## src/rtl/adc_avg_pkg.sv

```systemverilog
`default_nettype none
package adc_avg_pkg;

  // ****************************************************************
  // Widths.
  // ****************************************************************
  localparam int unsigned SAMPLE_W = 12;
  localparam int unsigned ACC_W    = 20;
  localparam int unsigned CH_W     = 4;
  localparam int unsigned LOG2_W   = 3;
  localparam int unsigned ADDR_W   = 5;
  localparam int unsigned CNT_W    = 8;

  // ****************************************************************
  // Register byte offsets.
  // ****************************************************************
  localparam logic [ADDR_W-1:0] OFS_CTRL   = 5'h00;
  localparam logic [ADDR_W-1:0] OFS_AVG    = 5'h04;
  localparam logic [ADDR_W-1:0] OFS_SCAN   = 5'h08;
  localparam logic [ADDR_W-1:0] OFS_OFFSET = 5'h0c;
  localparam logic [ADDR_W-1:0] OFS_RESULT = 5'h10;
  localparam logic [ADDR_W-1:0] OFS_FLAGS  = 5'h14;
  localparam logic [ADDR_W-1:0] OFS_MASK   = 5'h18;
  localparam logic [ADDR_W-1:0] OFS_STATUS = 5'h1c;

  // ****************************************************************
  // Control register fields.
  // ****************************************************************
  localparam int unsigned CTRL_W        = 7;
  localparam int unsigned CTRL_ENABLE   = 0;
  localparam int unsigned CTRL_START    = 1;
  localparam int unsigned CTRL_FREERUN  = 2;
  localparam int unsigned CTRL_SCAN     = 3;
  localparam int unsigned CTRL_EVENT    = 4;
  localparam int unsigned CTRL_OFFSET   = 5;
  localparam int unsigned CTRL_SIGNED   = 6;
  localparam logic [CTRL_W-1:0] CTRL_RESET = 7'h00;
  localparam int unsigned SCAN_CNT_LSB  = 4;
  localparam int unsigned STAT_CH_LSB   = 4;
  localparam int unsigned FLAG_DONE     = 0;

  // Conversion request to the analog core and its answer.
  typedef struct packed {
    logic                valid;
    logic [CH_W-1:0]     ch;
  } conv_req_t;

  typedef struct packed {
    logic                valid;
    logic [SAMPLE_W-1:0] sample;
  } conv_rsp_t;

  // Scales the sum down by 2^k; unsigned sums shift in zeros.
  function automatic logic [SAMPLE_W-1:0] scale_sum(input logic [ACC_W-1:0] sum,
                                                    input logic [LOG2_W-1:0] k,
                                                    input logic sgn);
    logic [ACC_W-1:0] shifted;
    shifted = sgn ? ACC_W'($signed(sum) >>> k) : (sum >> k);
    return shifted[SAMPLE_W-1:0];
  endfunction

endpackage
`default_nettype wire

```

## src/rtl/adc_accumulator.sv

```systemverilog
`default_nettype none
module adc_accumulator (
  // Clock and reset.
  input  wire logic                              core_clk,
  input  wire logic                              rst_b,
  // Control.
  input  wire logic                              clear,
  input  wire logic                              signed_mode,
  input  wire adc_avg_pkg::conv_rsp_t            add,
  // Running sum.
  output logic [adc_avg_pkg::ACC_W-1:0]          sum,
  output logic                                   added
);

  // ****************************************************************
  // Running sum.
  // ****************************************************************
  logic [adc_avg_pkg::ACC_W-1:0] next_sum;
  logic [adc_avg_pkg::ACC_W-1:0] ext;
  logic                          next_added;

  // Signed samples are sign extended; unsigned ones never are.
  always_comb
  begin
    ext = signed_mode ? adc_avg_pkg::ACC_W'($signed(add.sample))
                      : adc_avg_pkg::ACC_W'(add.sample);
    next_sum   = sum;
    next_added = 1'b0;
    if (clear)
      next_sum = '0;
    else if (add.valid)
    begin
      next_sum   = sum + ext;
      next_added = 1'b1;
    end
  end

  always_ff @(posedge core_clk or negedge rst_b)
  begin
    if (!rst_b)
    begin
      sum   <= '0;
      added <= 1'b0;
    end
    else
    begin
      sum   <= next_sum;
      added <= next_added;
    end
  end

endmodule // adc_accumulator
`default_nettype wire

```

## src/rtl/adc_averaging_sequencer.sv

```systemverilog
// The register addresses and the Avalon-MM register port were decided locally.
`default_nettype none
module adc_averaging_sequencer (
  // Clock and reset.
  input  wire logic                               core_clk,
  input  wire logic                               rst_b,
  // Avalon-MM slave.
  input  wire logic [adc_avg_pkg::ADDR_W-1:0]     avs_address,
  input  wire logic                               avs_read,
  input  wire logic                               avs_write,
  input  wire logic [31:0]                        avs_writedata,
  output logic [31:0]                             avs_readdata,
  output logic                                    avs_waitrequest,
  // Analog core.
  output adc_avg_pkg::conv_req_t                  conv_req,
  input  wire adc_avg_pkg::conv_rsp_t             conv_rsp,
  // Trigger event from another domain.
  input  wire logic                               trig_event,
  // Interrupt.
  output logic                                    irq
);

  // ****************************************************************
  // Declarations.
  // ****************************************************************
  typedef enum logic [1:0] {ST_IDLE, ST_ISSUE, ST_CONVERT, ST_FINISH} state_t;

  state_t                                  state, next_state;
  logic [adc_avg_pkg::CTRL_W-1:0]          ctrl, next_ctrl;
  logic [adc_avg_pkg::LOG2_W-1:0]          avg_log2, next_avg_log2;
  logic [adc_avg_pkg::CH_W-1:0]            scan_base, next_scan_base;
  logic [adc_avg_pkg::CH_W-1:0]            scan_cnt, next_scan_cnt;
  logic [adc_avg_pkg::SAMPLE_W-1:0]        offset, next_offset;
  logic [adc_avg_pkg::SAMPLE_W-1:0]        result, next_result;
  logic                                    flag, next_flag;
  logic                                    mask, next_mask;
  logic                                    ack, next_ack;
  logic [31:0]                             next_readdata;
  logic [adc_avg_pkg::CH_W-1:0]            cur_ch, next_cur_ch;
  logic [adc_avg_pkg::CNT_W-1:0]           smp_cnt, next_smp_cnt;
  logic [adc_avg_pkg::CNT_W-1:0]           last_cnt;
  logic [2:0]                              evt_sync;
  logic                                    evt_level, next_evt_level;
  logic                                    evt_rise;
  logic                                    start_taken, trigger, acc_clear;
  logic                                    bus_wr;
  adc_avg_pkg::conv_rsp_t                  corr;
  logic [adc_avg_pkg::ACC_W-1:0]           acc_sum;
  logic                                    acc_added;
  logic                                    en, signed_mode;

  assign en          = ctrl[adc_avg_pkg::CTRL_ENABLE];
  assign signed_mode = ctrl[adc_avg_pkg::CTRL_SIGNED];
  assign last_cnt    = adc_avg_pkg::CNT_W'((9'd1 << avg_log2) - 9'd1);

  // ****************************************************************
  // Event input synchroniser.
  // ****************************************************************
  // The level only moves once stages two and three agree, so one glitchy
  // edge never starts two averages.
  always_comb
  begin
    next_evt_level = (evt_sync[1] == evt_sync[2]) ? evt_sync[1] : evt_level;
  end

  always_ff @(posedge core_clk or negedge rst_b)
  begin
    if (!rst_b)
    begin
      evt_sync  <= 3'h0;
      evt_level <= 1'b0;
    end
    else
    begin
      evt_sync  <= {evt_sync[1:0], trig_event};
      evt_level <= next_evt_level;
    end
  end

  assign evt_rise = next_evt_level && !evt_level;

  // ****************************************************************
  // Sequencer.
  // ****************************************************************
  // Triggers are only heard while idle; start outranks the event, which
  // outranks free running.
  always_comb
  begin
    start_taken = en && (state == ST_IDLE) && ctrl[adc_avg_pkg::CTRL_START];
    trigger     = start_taken
                || (en && (state == ST_IDLE) && ctrl[adc_avg_pkg::CTRL_EVENT] && evt_rise)
                || (en && (state == ST_IDLE) && ctrl[adc_avg_pkg::CTRL_FREERUN]);
    next_state   = state;
    next_smp_cnt = smp_cnt;
    next_cur_ch  = cur_ch;
    next_result  = result;
    acc_clear    = 1'b0;
    conv_req.valid = (state == ST_ISSUE);
    conv_req.ch    = cur_ch;
    if (!ctrl[adc_avg_pkg::CTRL_SCAN] && state == ST_IDLE)
      next_cur_ch = scan_base;
    unique case (state)
      ST_IDLE:
      begin
        if (trigger)
        begin
          acc_clear    = 1'b1;
          next_smp_cnt = '0;
          next_state   = ST_ISSUE;
        end
      end
      ST_ISSUE:
        next_state = ST_CONVERT;
      ST_CONVERT:
      begin
        if (acc_added)
        begin
          if (smp_cnt == last_cnt)
            next_state = ST_FINISH;
          else
          begin
            next_smp_cnt = smp_cnt + 1'b1;
            next_state   = ST_ISSUE;
          end
        end
      end
      ST_FINISH:
      begin
        next_result = adc_avg_pkg::scale_sum(acc_sum, avg_log2, signed_mode);
        acc_clear   = 1'b1;
        next_state  = ST_IDLE;
        if (ctrl[adc_avg_pkg::CTRL_SCAN])
          next_cur_ch = (cur_ch == scan_base + scan_cnt) ? scan_base : cur_ch + 1'b1;
      end
    endcase
    // Dropping enable, or free running mid-average, flushes the sum.
    if (!en || (state != ST_IDLE && ctrl[adc_avg_pkg::CTRL_FREERUN]
                && !next_ctrl[adc_avg_pkg::CTRL_FREERUN]))
    begin
      acc_clear  = 1'b1;
      next_state = ST_IDLE;
    end
  end

  always_ff @(posedge core_clk or negedge rst_b)
  begin
    if (!rst_b)
    begin
      state   <= ST_IDLE;
      smp_cnt <= '0;
      cur_ch  <= '0;
      result  <= '0;
    end
    else
    begin
      state   <= next_state;
      smp_cnt <= next_smp_cnt;
      cur_ch  <= next_cur_ch;
      result  <= next_result;
    end
  end

  // ****************************************************************
  // Datapath.
  // ****************************************************************
  adc_offset_corrector u_corrector (
    .core_clk    (core_clk),
    .rst_b       (rst_b),
    .raw         (conv_rsp),
    .offset      (offset),
    .offset_en   (ctrl[adc_avg_pkg::CTRL_OFFSET]),
    .signed_mode (signed_mode),
    .corr        (corr)
  );

  adc_accumulator u_accumulator (
    .core_clk    (core_clk),
    .rst_b       (rst_b),
    .clear       (acc_clear),
    .signed_mode (signed_mode),
    .add         (corr),
    .sum         (acc_sum),
    .added       (acc_added)
  );

  // ****************************************************************
  // Register slave.
  // ****************************************************************
  // One wait cycle: readdata is captured on the first edge and stands while
  // waitrequest is low; writes land on the edge where waitrequest is low.
  assign avs_waitrequest = (avs_read || avs_write) && !ack;
  assign bus_wr          = avs_write && ack;
  assign irq             = flag && mask;

  always_comb
  begin
    next_ack       = (avs_read || avs_write) && !ack;
    next_ctrl      = ctrl;
    next_avg_log2  = avg_log2;
    next_scan_base = scan_base;
    next_scan_cnt  = scan_cnt;
    next_offset    = offset;
    next_mask      = mask;
    next_flag      = flag;
    next_readdata  = avs_readdata;
    if (start_taken)
      next_ctrl[adc_avg_pkg::CTRL_START] = 1'b0;
    if (bus_wr)
    begin
      unique case (avs_address)
        adc_avg_pkg::OFS_CTRL:   next_ctrl = avs_writedata[adc_avg_pkg::CTRL_W-1:0];
        adc_avg_pkg::OFS_AVG:    next_avg_log2 = avs_writedata[adc_avg_pkg::LOG2_W-1:0];
        adc_avg_pkg::OFS_SCAN:
        begin
          next_scan_base = avs_writedata[adc_avg_pkg::CH_W-1:0];
          next_scan_cnt  = avs_writedata[adc_avg_pkg::SCAN_CNT_LSB +: adc_avg_pkg::CH_W];
        end
        adc_avg_pkg::OFS_OFFSET: next_offset = avs_writedata[adc_avg_pkg::SAMPLE_W-1:0];
        adc_avg_pkg::OFS_FLAGS:
          if (avs_writedata[adc_avg_pkg::FLAG_DONE])
            next_flag = 1'b0;
        adc_avg_pkg::OFS_MASK:   next_mask = avs_writedata[adc_avg_pkg::FLAG_DONE];
        default:                 next_mask = mask;
      endcase
    end
    // A completion in the clearing cycle still wins.
    if (state == ST_FINISH && en)
      next_flag = 1'b1;
    if (avs_read && !ack)
    begin
      unique case (avs_address)
        adc_avg_pkg::OFS_CTRL:   next_readdata = 32'(ctrl);
        adc_avg_pkg::OFS_AVG:    next_readdata = 32'(avg_log2);
        adc_avg_pkg::OFS_SCAN:   next_readdata = 32'({scan_cnt, scan_base});
        adc_avg_pkg::OFS_OFFSET: next_readdata = 32'(offset);
        adc_avg_pkg::OFS_RESULT: next_readdata = 32'(result);
        adc_avg_pkg::OFS_FLAGS:  next_readdata = 32'(flag);
        adc_avg_pkg::OFS_MASK:   next_readdata = 32'(mask);
        adc_avg_pkg::OFS_STATUS: next_readdata = 32'({cur_ch, 3'h0, state != ST_IDLE});
        default:                 next_readdata = 32'h0000_0000;
      endcase
    end
  end

  always_ff @(posedge core_clk or negedge rst_b)
  begin
    if (!rst_b)
    begin
      ack          <= 1'b0;
      ctrl         <= adc_avg_pkg::CTRL_RESET;
      avg_log2     <= '0;
      scan_base    <= '0;
      scan_cnt     <= '0;
      offset       <= '0;
      mask         <= 1'b0;
      flag         <= 1'b0;
      avs_readdata <= 32'h0000_0000;
    end
    else
    begin
      ack          <= next_ack;
      ctrl         <= next_ctrl;
      avg_log2     <= next_avg_log2;
      scan_base    <= next_scan_base;
      scan_cnt     <= next_scan_cnt;
      offset       <= next_offset;
      mask         <= next_mask;
      flag         <= next_flag;
      avs_readdata <= next_readdata;
    end
  end

  // ****************************************************************
  // Checks.
  // ****************************************************************
  logic [8:0] req_seen;

  always_ff @(posedge core_clk or negedge rst_b)
  begin
    if (!rst_b)
      req_seen <= '0;
    else if (state == ST_IDLE)
      req_seen <= '0;
    else if (conv_req.valid)
      req_seen <= req_seen + 9'd1;
  end
endmodule // adc_averaging_sequencer
`default_nettype wire

```

## src/rtl/adc_offset_corrector.sv

```systemverilog
`default_nettype none
module adc_offset_corrector (
  // Clock and reset.
  input  wire logic                                core_clk,
  input  wire logic                                rst_b,
  // Raw sample and settings.
  input  wire adc_avg_pkg::conv_rsp_t              raw,
  input  wire logic [adc_avg_pkg::SAMPLE_W-1:0]    offset,
  input  wire logic                                offset_en,
  input  wire logic                                signed_mode,
  // Corrected sample, one cycle later.
  output adc_avg_pkg::conv_rsp_t                   corr
);

  // ****************************************************************
  // Offset subtraction.
  // ****************************************************************
  adc_avg_pkg::conv_rsp_t next_corr;

  // An unsigned sample below the offset clamps at zero instead of wrapping.
  always_comb
  begin
    next_corr.valid  = raw.valid;
    next_corr.sample = raw.sample;
    if (offset_en)
    begin
      if (!signed_mode && (raw.sample < offset))
        next_corr.sample = '0;
      else
        next_corr.sample = raw.sample - offset;
    end
  end

  always_ff @(posedge core_clk or negedge rst_b)
  begin
    if (!rst_b)
      corr <= '0;
    else
      corr <= next_corr;
  end
endmodule // adc_offset_corrector
`default_nettype wire

```

## config.mk

```make
export PLATFORM = sky130hd
export DESIGN_NAME = adc_averaging_sequencer
export DESIGN_NICKNAME = d
export VERILOG_FILES = /design/src/rtl/adc_avg_pkg.sv /design/src/rtl/adc_accumulator.sv /design/src/rtl/adc_averaging_sequencer.sv /design/src/rtl/adc_offset_corrector.sv
export SDC_FILE = /design/constraint.sdc
export NUM_CORES = 1
export LEC_CHECK = 0
export BUFFER_PORTS_ARGS = -buffer_cell sky130_fd_sc_hd__buf_2
export CAP_MARGIN = 20
export CORE_UTILIZATION = 56
export CTS_CLUSTER_SIZE = 24
export DETAILED_ROUTE_END_ITERATION = 10
export GPL_TIMING_DRIVEN = 0
export PLACE_DENSITY = 0.81
export SETUP_SLACK_MARGIN = 0.1
export SLEW_MARGIN = 30
export SYNTH_ARGS = -nofsm -noshare
export SYNTH_HDL_FRONTEND = slang
export SYNTH_SLANG_ARGS = --single-unit
export TNS_END_PERCENT = 1
```

## constraint.sdc

```tcl
create_clock -name core_clk -period 4.65 [get_ports core_clk]
set_clock_uncertainty 0.15 [all_clocks]
set_input_delay 0.2325 -clock core_clk [delete_from_list [all_inputs] [get_ports core_clk]]
set_output_delay 0.2325 -clock core_clk [all_outputs]
set_load 0.05 [all_outputs]
```

==> summary.md, run 1 <==
| Metric | Value |
|---|---|
| Hold-fix buffers, CTS | 25 |
| Worst-path cell with the longest stage delay | dfrtp_1 |
| Largest family of logic cells by synthesized area | compound AO/OA/AOI/OAI gates |
| Place WS | 1.38 ns |
| Compound-Gate Fraction of Synth Area | 18.4% |
| IO Port Bufs | 50 |
| Cts bufs inserted | 9 |
| Resize count post-CTS | 0 |
| Critical path peak fanout | 10 |
| Starting DRC count in detailed routing | 532 |
| Data arrival, critical path | 3.40 ns |
| Total number of vias | 6257 |
| Core area | 12700 um^2 |
| Critical path launch point type | flip-flop |
| CP cell instances | clkbuf_1 > nor2_1 > nand2_1 > ha_1 > buf_2 > xor2_1 > mux2_2 > a211o_1 > nand3_1 > buf_6 > nand3_1 > mux2_2 |
| Total power | 2.84 mW |
| Max Used Layer | met4 |
| Post-CTS setup buffer count | 0 |
| Worst relative slew slack | 31.3% |
| Nets | 965 |
| Adder-Cell Fraction of Synth Area | 7.81% |
| VDD IR-drop max | 0.000283 V |
| Fmax achieved | 0.302 GHz |
| Fin. Hold Viols | 0 |
| Root Buffer | clkbuf_16 |
| Met3 WL | 1210 um |
| Async set-or-reset flop fraction in the synthesized netlist | 100% |
| H-tree lvl count | 3 |
| Fin util | 66.6% |
| Worst min path class | in2reg |
| Skew-Pair Late Insertion Delay | 0.36 ns |
| Yosys warnings | 0 |
| Metal2 WL | 8750 um |
| Die area | 13500 um^2 |
| GRT Overall Usage | 29.3% |
| Min Clock Period, post-route | 3.31 ns |
| DRT antenna net count | 0 |
| Longest Clk Path Bufs | 2 |
| P_leak | 3.81 nW |
| Rows | 41 |
| Status | finished clean |
| Design Area, Final | 8440 um^2 |
| Critical path endpoint category | flip-flop |
| Die Height | 116 um |
| Mapped Area | 7300 um^2 |
| Vias/cell | 5.99 |
| Met1 wire length | 7980 um |
| Fin Hold WS | 0.0129 ns |
| Cell count after synthesis | 761 |
| Mux share of post-synthesis cell area | 12.8% |
| Post-Route WL | 18300 um |
| Area growth syn-to-layout | 15.6% |
| MaxCap Viol Count | 0 |
| Sequential area share after synthesis | 37.0% |
| Number of setup violations in the final report | 0 |
| Vias in the first global route | 6153 |
| RSZ-0062 raised after global routing | false |
| Avg Cell Area, Syn | 9.59 um^2 |
| CP max stage delay | 0.43 ns |
| Post-Synth XOR/XNOR Area | 3.12% |
| Gp weighted congestion | 0.926 |
| Placed cells | 1003 |
| DRC Markers | 0 |
| Period Utilization, post-route | 71.2% |
| Number of synthesized flops with an enable pin | 0 |
| Global route overflow | 0 |
| Buf+Inv Stages, Crit Path | 3 |
| CTS tree | built |
| Initial antenna violation count | 0 |
| Dominant synthesized flop cell | dfrtp_1 |
| Placed Area | 7880 um^2 |
| #FFs+latches synth | 108 |
| Filler cells | 979 |
| Starting density of the core | 57.6% |
| Layout cells sized above 1 | 14.2% |
| Cell variety after synth | 78 |
| DIE WIDTH | 116 um |
| Least-Margin Pin Slew | 1.02 ns |
| Non-Filler Instances | 1044 |
| First-pass GRT wire length | 30300 um |
| Synth Area in Simple Gates | 14.6% |
| Crit path kind | reg2reg |
| Number of inserted diodes | 0 |
| Largest net degree at the start of global routing | 63 |
| Setup TNS | 0 ns |
| Final slew viol count | 0 |
| Reg clk slew, reported paths | 0.07 ns |
| DP HPWL | 13300 um |
| Num ports | 94 |
| Cell Pwr Density | 336 nW/um^2 |
| CP top delay family | buffers and inverters |
| Wire per inst | 17.6 um |
| Worst EP required | 4.74 ns |
| DR pass1 iterations | 5 |
| CTS sink cnt | 108 |
| Post-route setup slack | 1.34 ns |
## report_power, final
part | internal (mW) | switching (mW)
Sequential | 1.03 | 0.0987
Clock | 0.438 | 0.365
Combinational | 0.348 | 0.556
Total | 1.82 | 1.02
## layer usage
metal	track usage, %	vias up
met5	0	-
met4	9.57	0
met3	6.75	41
met2	49.2	227
met1	37.6	3023
li1	-	2966
## sequential cells by signal, indices dropped and copies added, names as in the netlist
register and cells:
ack 1, avg_log2 3, avs_readdata 12, ctrl 7, cur_ch 4, evt_level 1
evt_sync 3, flag 1, mask 1, offset 12, result 12, scan_base 4
scan_cnt 4, smp_cnt 8, state 2, u_accumulator.added 1, u_accumulator.sum 19, u_corrector.corr 13
## cells by family (layout without fill, tap and decap cells)
| family | count (synthesis) | in the layout |
|---|---|---|
| other cells | 1 | 20 |
| flops | 108 | 108 |
| fa+ha+maj | 44 | 44 |
| simple gates | 214 | 214 |
| mux | 73 | 73 |
| xor+xnor | 26 | 26 |
| buf+inv | 97 | 189 |
| compound gates | 198 | 198 |
## Yosys cell counts (all sizes together), types with 3 or more instances
master	count	area, um^2
o311ai	4	35.0
and2	6	40.0
nand3b	5	37.5
nand2	47	176
nand3	21	105
fa	3	60.1
nor3	18	90.1
mux4	13	293
a222oi	4	40.0
nor2	62	233
a2111oi	3	26.3
o21a	7	52.6
ha	40	500
a21oi	52	260
a211o	4	35.0
buf	36	230
mux2	32	360
nor3b	5	42.5
o22ai	6	37.5
o31ai	4	30.0
a21o	10	75.1
nand2b	13	81.3
and3	8	50.1
nor2b	8	50.1
mux2i	28	280
a22oi	6	45.0
o21ai	35	175
nor4	3	25.0
xnor2	15	131
xor2	11	96.3
o31a	3	26.3
dfrtp	108	2700
a41oi	7	68.8
o2bb2ai	6	52.6
inv	43	161
a31oi	8	50.1
clkbuf	18	67.6
a211oi	9	67.6
or3	4	25.0
nand4	5	31.3
o211ai	9	67.6
## final timing paths
kind | cells after the start | to | start | slack, ns
worst max-delay path | 12 | smp_cnt[0] | avg_log2[2] | 1.34
worst min-delay path | 2 | avg_log2[1] | avs_writedata[1] | 0.01
worst max register to register | 12 | smp_cnt[0] | avg_log2[2] | 1.34
worst min register to register | 0 | evt_sync[1] | evt_sync[0] | 0.24
max in group asynchronous | 3 | result[1] | rst_b | 3.46
min in group asynchronous | 2 | cur_ch[0] | rst_b | 0.23
## layout by cell type (no fill, tap or decap), drive strengths merged, types with 25 or more instances in the layout
master and instances:
a21oi 52, buf 87, clkbuf 28, dfrtp 108, dlygate4sd3 25, ha 40
inv 44, mux2 32, mux2i 28, nand2 47, nor2 62, o21ai 35
## layout make-up
cell class | instances | area (um^2) | area share [%]
plain buffers | 54 | 298 | 3.53
clock buffers | 10 | 239 | 2.83
clock inverters | 6 | 72.6 | 0.860
inverters | 43 | 161 | 1.91
multi-input cells | 575 | 4220 | 50.0
flip-flops and latches | 108 | 2700 | 32.0
well taps | 172 | 215 | 2.55
repair buffers | 76 | 534 | 6.33
Power figures use the tool's default switching activity.
==> inputs of run 2 (changes only) <==
--- a/config.mk
+++ b/config.mk
@@ -7,11 +7,11 @@
 export LEC_CHECK = 0
 export BUFFER_PORTS_ARGS = -buffer_cell sky130_fd_sc_hd__buf_2
 export CAP_MARGIN = 20
-export CORE_UTILIZATION = 56
+export CORE_UTILIZATION = 53
 export CTS_CLUSTER_SIZE = 24
 export DETAILED_ROUTE_END_ITERATION = 10
 export GPL_TIMING_DRIVEN = 0
-export PLACE_DENSITY = 0.81
+export PLACE_DENSITY = 0.8
 export SETUP_SLACK_MARGIN = 0.1
 export SLEW_MARGIN = 30
 export SYNTH_ARGS = -nofsm -noshare
==> constraint.sdc (replaced) <==
create_clock -name core_clk -period 2.9 [get_ports core_clk]
set_clock_uncertainty 0.15 [all_clocks]
set_input_delay 0.145 -clock core_clk [delete_from_list [all_inputs] [get_ports core_clk]]
set_output_delay 0.145 -clock core_clk [all_outputs]
set_load 0.05 [all_outputs]
==> summary.md, run 2 (synthesis results as in run 1) <==
| Metric | Value |
|---|---|
| HP Start | avs_address[2] (was avs_writedata[1]) |
| CP top delay family | multiplexers (was buffers and inverters) |
| Area growth syn-to-layout | 19.2% (was 15.6%) |
| Period Utilization, post-route | 101% (was 71.2%) |
| Design Area, Final | 8710 um^2 (was 8440 um^2) |
| IO Port Bufs | 50 (unchanged) |
| Most common cell after layout, fill and taps aside | dfrtp_1 (unchanged) |
| Num ports | 94 (unchanged) |
| Buf+Inv Stages, Crit Path | 3 (unchanged) |
| Largest register FFs | 19 (unchanged) |
| Wire per inst | 17.9 um (was 17.6 um) |
| DP HPWL | 13500 um (was 13300 um) |
| P_leak | 3.89 nW (was 3.81 nW) |
| Fin. Hold Viols | 0 (unchanged) |
| MaxCap Viol Count | 0 (unchanged) |
| Longest Clk Path Bufs | 2 (unchanged) |
| Number of setup violations in the final report | 5 (was 0) |
| Core area | 13300 um^2 (was 12700 um^2) |
| Total number of vias | 6328 (was 6257) |
| Starting density of the core | 54.7% (was 57.6%) |
| GRT Overall Usage | 27.5% (was 29.3%) |
| Largest regs | u_accumulator.sum (19), u_corrector.corr (13) (unchanged) |
| Vias/cell | 5.97 (was 5.99) |
| Vias in the first global route | 6132 (was 6153) |
| Root Buffer | clkbuf_16 (unchanged) |
| Data arrival, critical path | 3.03 ns (was 3.40 ns) |
| Failing checks | negative setup slack |
| Worst r2r src | avg_log2[0] (was avg_log2[2]) |
| CP max stage delay | 0.40 ns (was 0.43 ns) |
| Reg clk slew, reported paths | 0.08 ns (was 0.07 ns) |
| Critical path peak fanout | 9 (was 10) |
| Least-Margin Pin Slew | 0.781 ns (was 1.02 ns) |
| Starting DRC count in detailed routing | 460 (was 532) |
| R2R Path End | smp_cnt[0] (unchanged) |
| Crit path kind | reg2reg (unchanged) |
| Post-route setup slack | -0.0293 ns (was 1.34 ns) |
| VDD IR-drop max | 0.000485 V (was 0.000283 V) |
| Initial antenna violation count | 0 (unchanged) |
| Status | finished with violations (was finished clean) |
| Fmax achieved | 0.341 GHz (was 0.302 GHz) |
| Worst-path cell with the longest stage delay | dfrtp_1 (unchanged) |
| DR pass1 iterations | 7 (was 5) |
| Worst EP required | 3.00 ns (was 4.74 ns) |
| Fin util | 65.2% (was 66.6%) |
| Rows | 42 (was 41) |
| Worst relative slew slack | 47.8% (was 31.3%) |
| Post-Route WL | 18900 um (was 18300 um) |
| Die Height | 119 um (was 116 um) |
| Number of inserted diodes | 0 (unchanged) |
| Cell Pwr Density | 527 nW/um^2 (was 336 nW/um^2) |
| DRC Markers | 0 (unchanged) |
| DRT antenna net count | 0 (unchanged) |
| CP cell instances | buf_6 > or3_4 > ha_4 > buf_8 > xor2_4 > mux2_4 > a211o_1 > nand3_2 > buf_6 > nand3_4 > mux2_4 (was clkbuf_1 > nor2_1 > nand2_1 > ha_1 > buf_2 > xor2_1 > mux2_2 > a211o_1 > nand3_1 > buf_6 > nand3_1 > mux2_2) |
| Critical path launch point type | flip-flop (unchanged) |
| R2R cell count | 11 (was 12) |
| Worst min path class | in2reg (unchanged) |
| Min Clock Period, post-route | 2.93 ns (was 3.31 ns) |
| Die area | 14200 um^2 (was 13500 um^2) |
| Placed Area | 7910 um^2 (was 7880 um^2) |
| Largest net degree at the start of global routing | 73 (was 63) |
| First-pass GRT wire length | 30600 um (was 30300 um) |
| Global route overflow | 0 (unchanged) |
| Final slew viol count | 0 (unchanged) |
| Cts bufs inserted | 9 (unchanged) |
| DIE WIDTH | 119 um (was 116 um) |
| CTS sink cnt | 108 (unchanged) |
| H-tree lvl count | 3 (unchanged) |
| Min-Delay Endpoint | flag (was avg_log2[1]) |
| Nets | 977 (was 965) |
| CTS tree | built (unchanged) |
| Skew-Pair Late Insertion Delay | 0.36 ns (about the same) |
| Most frequent cells in the layout | dfrtp_1, nor2_1, buf_2, a21oi_1, nand2_1 (unchanged) |
| Layout cells sized above 1 | 16.7% (was 14.2%) |
| Gp weighted congestion | 0.895 (was 0.926) |
| Hold depth | 4 (was 2) |
| Critical path endpoint category | flip-flop (unchanged) |
| RSZ-0062 raised after global routing | true (was false) |
| Reg2reg setup slack | -0.03 ns (was 1.34 ns) |
| Largest register by flop count | u_accumulator.sum (unchanged) |
[run 2: tightest hold or removal path, delay by kind of cell]
kind | cells | cell delay [ns]
buffers and inverters | 1 | 0.19
AO/OA/AOI/OAI | 1 | 0.07
AND/OR/NAND/NOR | 2 | 0.17
[run 2: how the worst max path moves through the flow]
stage                      from          to  slack [ns]  cells past startpoint
floorplan           avg_log2[0]  smp_cnt[0]        0.09                     11
global placement    avg_log2[2]  smp_cnt[0]       -0.14                     12
detailed placement  avg_log2[2]  smp_cnt[0]       -0.17                     12
CTS                 avg_log2[0]  smp_cnt[1]      -0.004                     10
global route        avg_log2[0]  smp_cnt[0]       -0.10                     11
finish              avg_log2[0]  smp_cnt[0]       -0.03                     11
[run 2: through the flow]
stage / hold slack [ns] / power [mW] / worst slack [ns] / std cells / TNS (ns)
finish: 0.100 / 4.59 / -0.0293 / 1060 / -0.0688
detailed placement: -0.0810 / 3.26 / -0.166 / 1007 / -0.561
global route: 0.138 / 4.80 / -0.104 / 1060 / -0.506
global placement: 0.104 / 3.21 / -0.141 / 1006 / -0.425
floorplan: -0.301 / 2.90 / 0.0920 / 780 / 0
CTS: 0.0891 / 4.55 / -0.00447 / 1058 / -0.00447
[run 2: metal layers]
metal	GRT usage [%]	share of wire, %
met3	6.37	6.6
met5	0	0
met1	36.4	43
met4	8.52	2.1
met2	44.9	48
[run 2: repair_timing]
| action | 4_1_cts | 5_1_grt |
|---|---|---|
| endpoints found under the setup margin | 9 | 20 |
| setup buffers | 4 | 2 |
| gates resized for setup | 15 | 12 |
| pin swaps | 6 | 10 |
| endpoints found under the hold margin | 156 | 0 |
| hold buffers | 31 | 0 |
[run 2: final cells by class]
| cell class | count | area [um^2] |
|---|---|---|
| Buffer | 54 | 327 |
| Clock buffer | 9 | 225 |
| Clock inverter | 7 | 71.3 |
| Fill cell | 1012 | 4640 |
| Inverter | 43 | 161 |
| Multi-Input combinational cell | 575 | 4350 |
| Sequential cell | 108 | 2700 |
| Tap cell | 176 | 220 |
| Timing Repair Buffer | 88 | 643 |
[run 2: where the power goes]
part	switching, mW	internal, mW
Sequential	0.162	1.65
Combinational	0.929	0.617
Clock	0.620	0.606
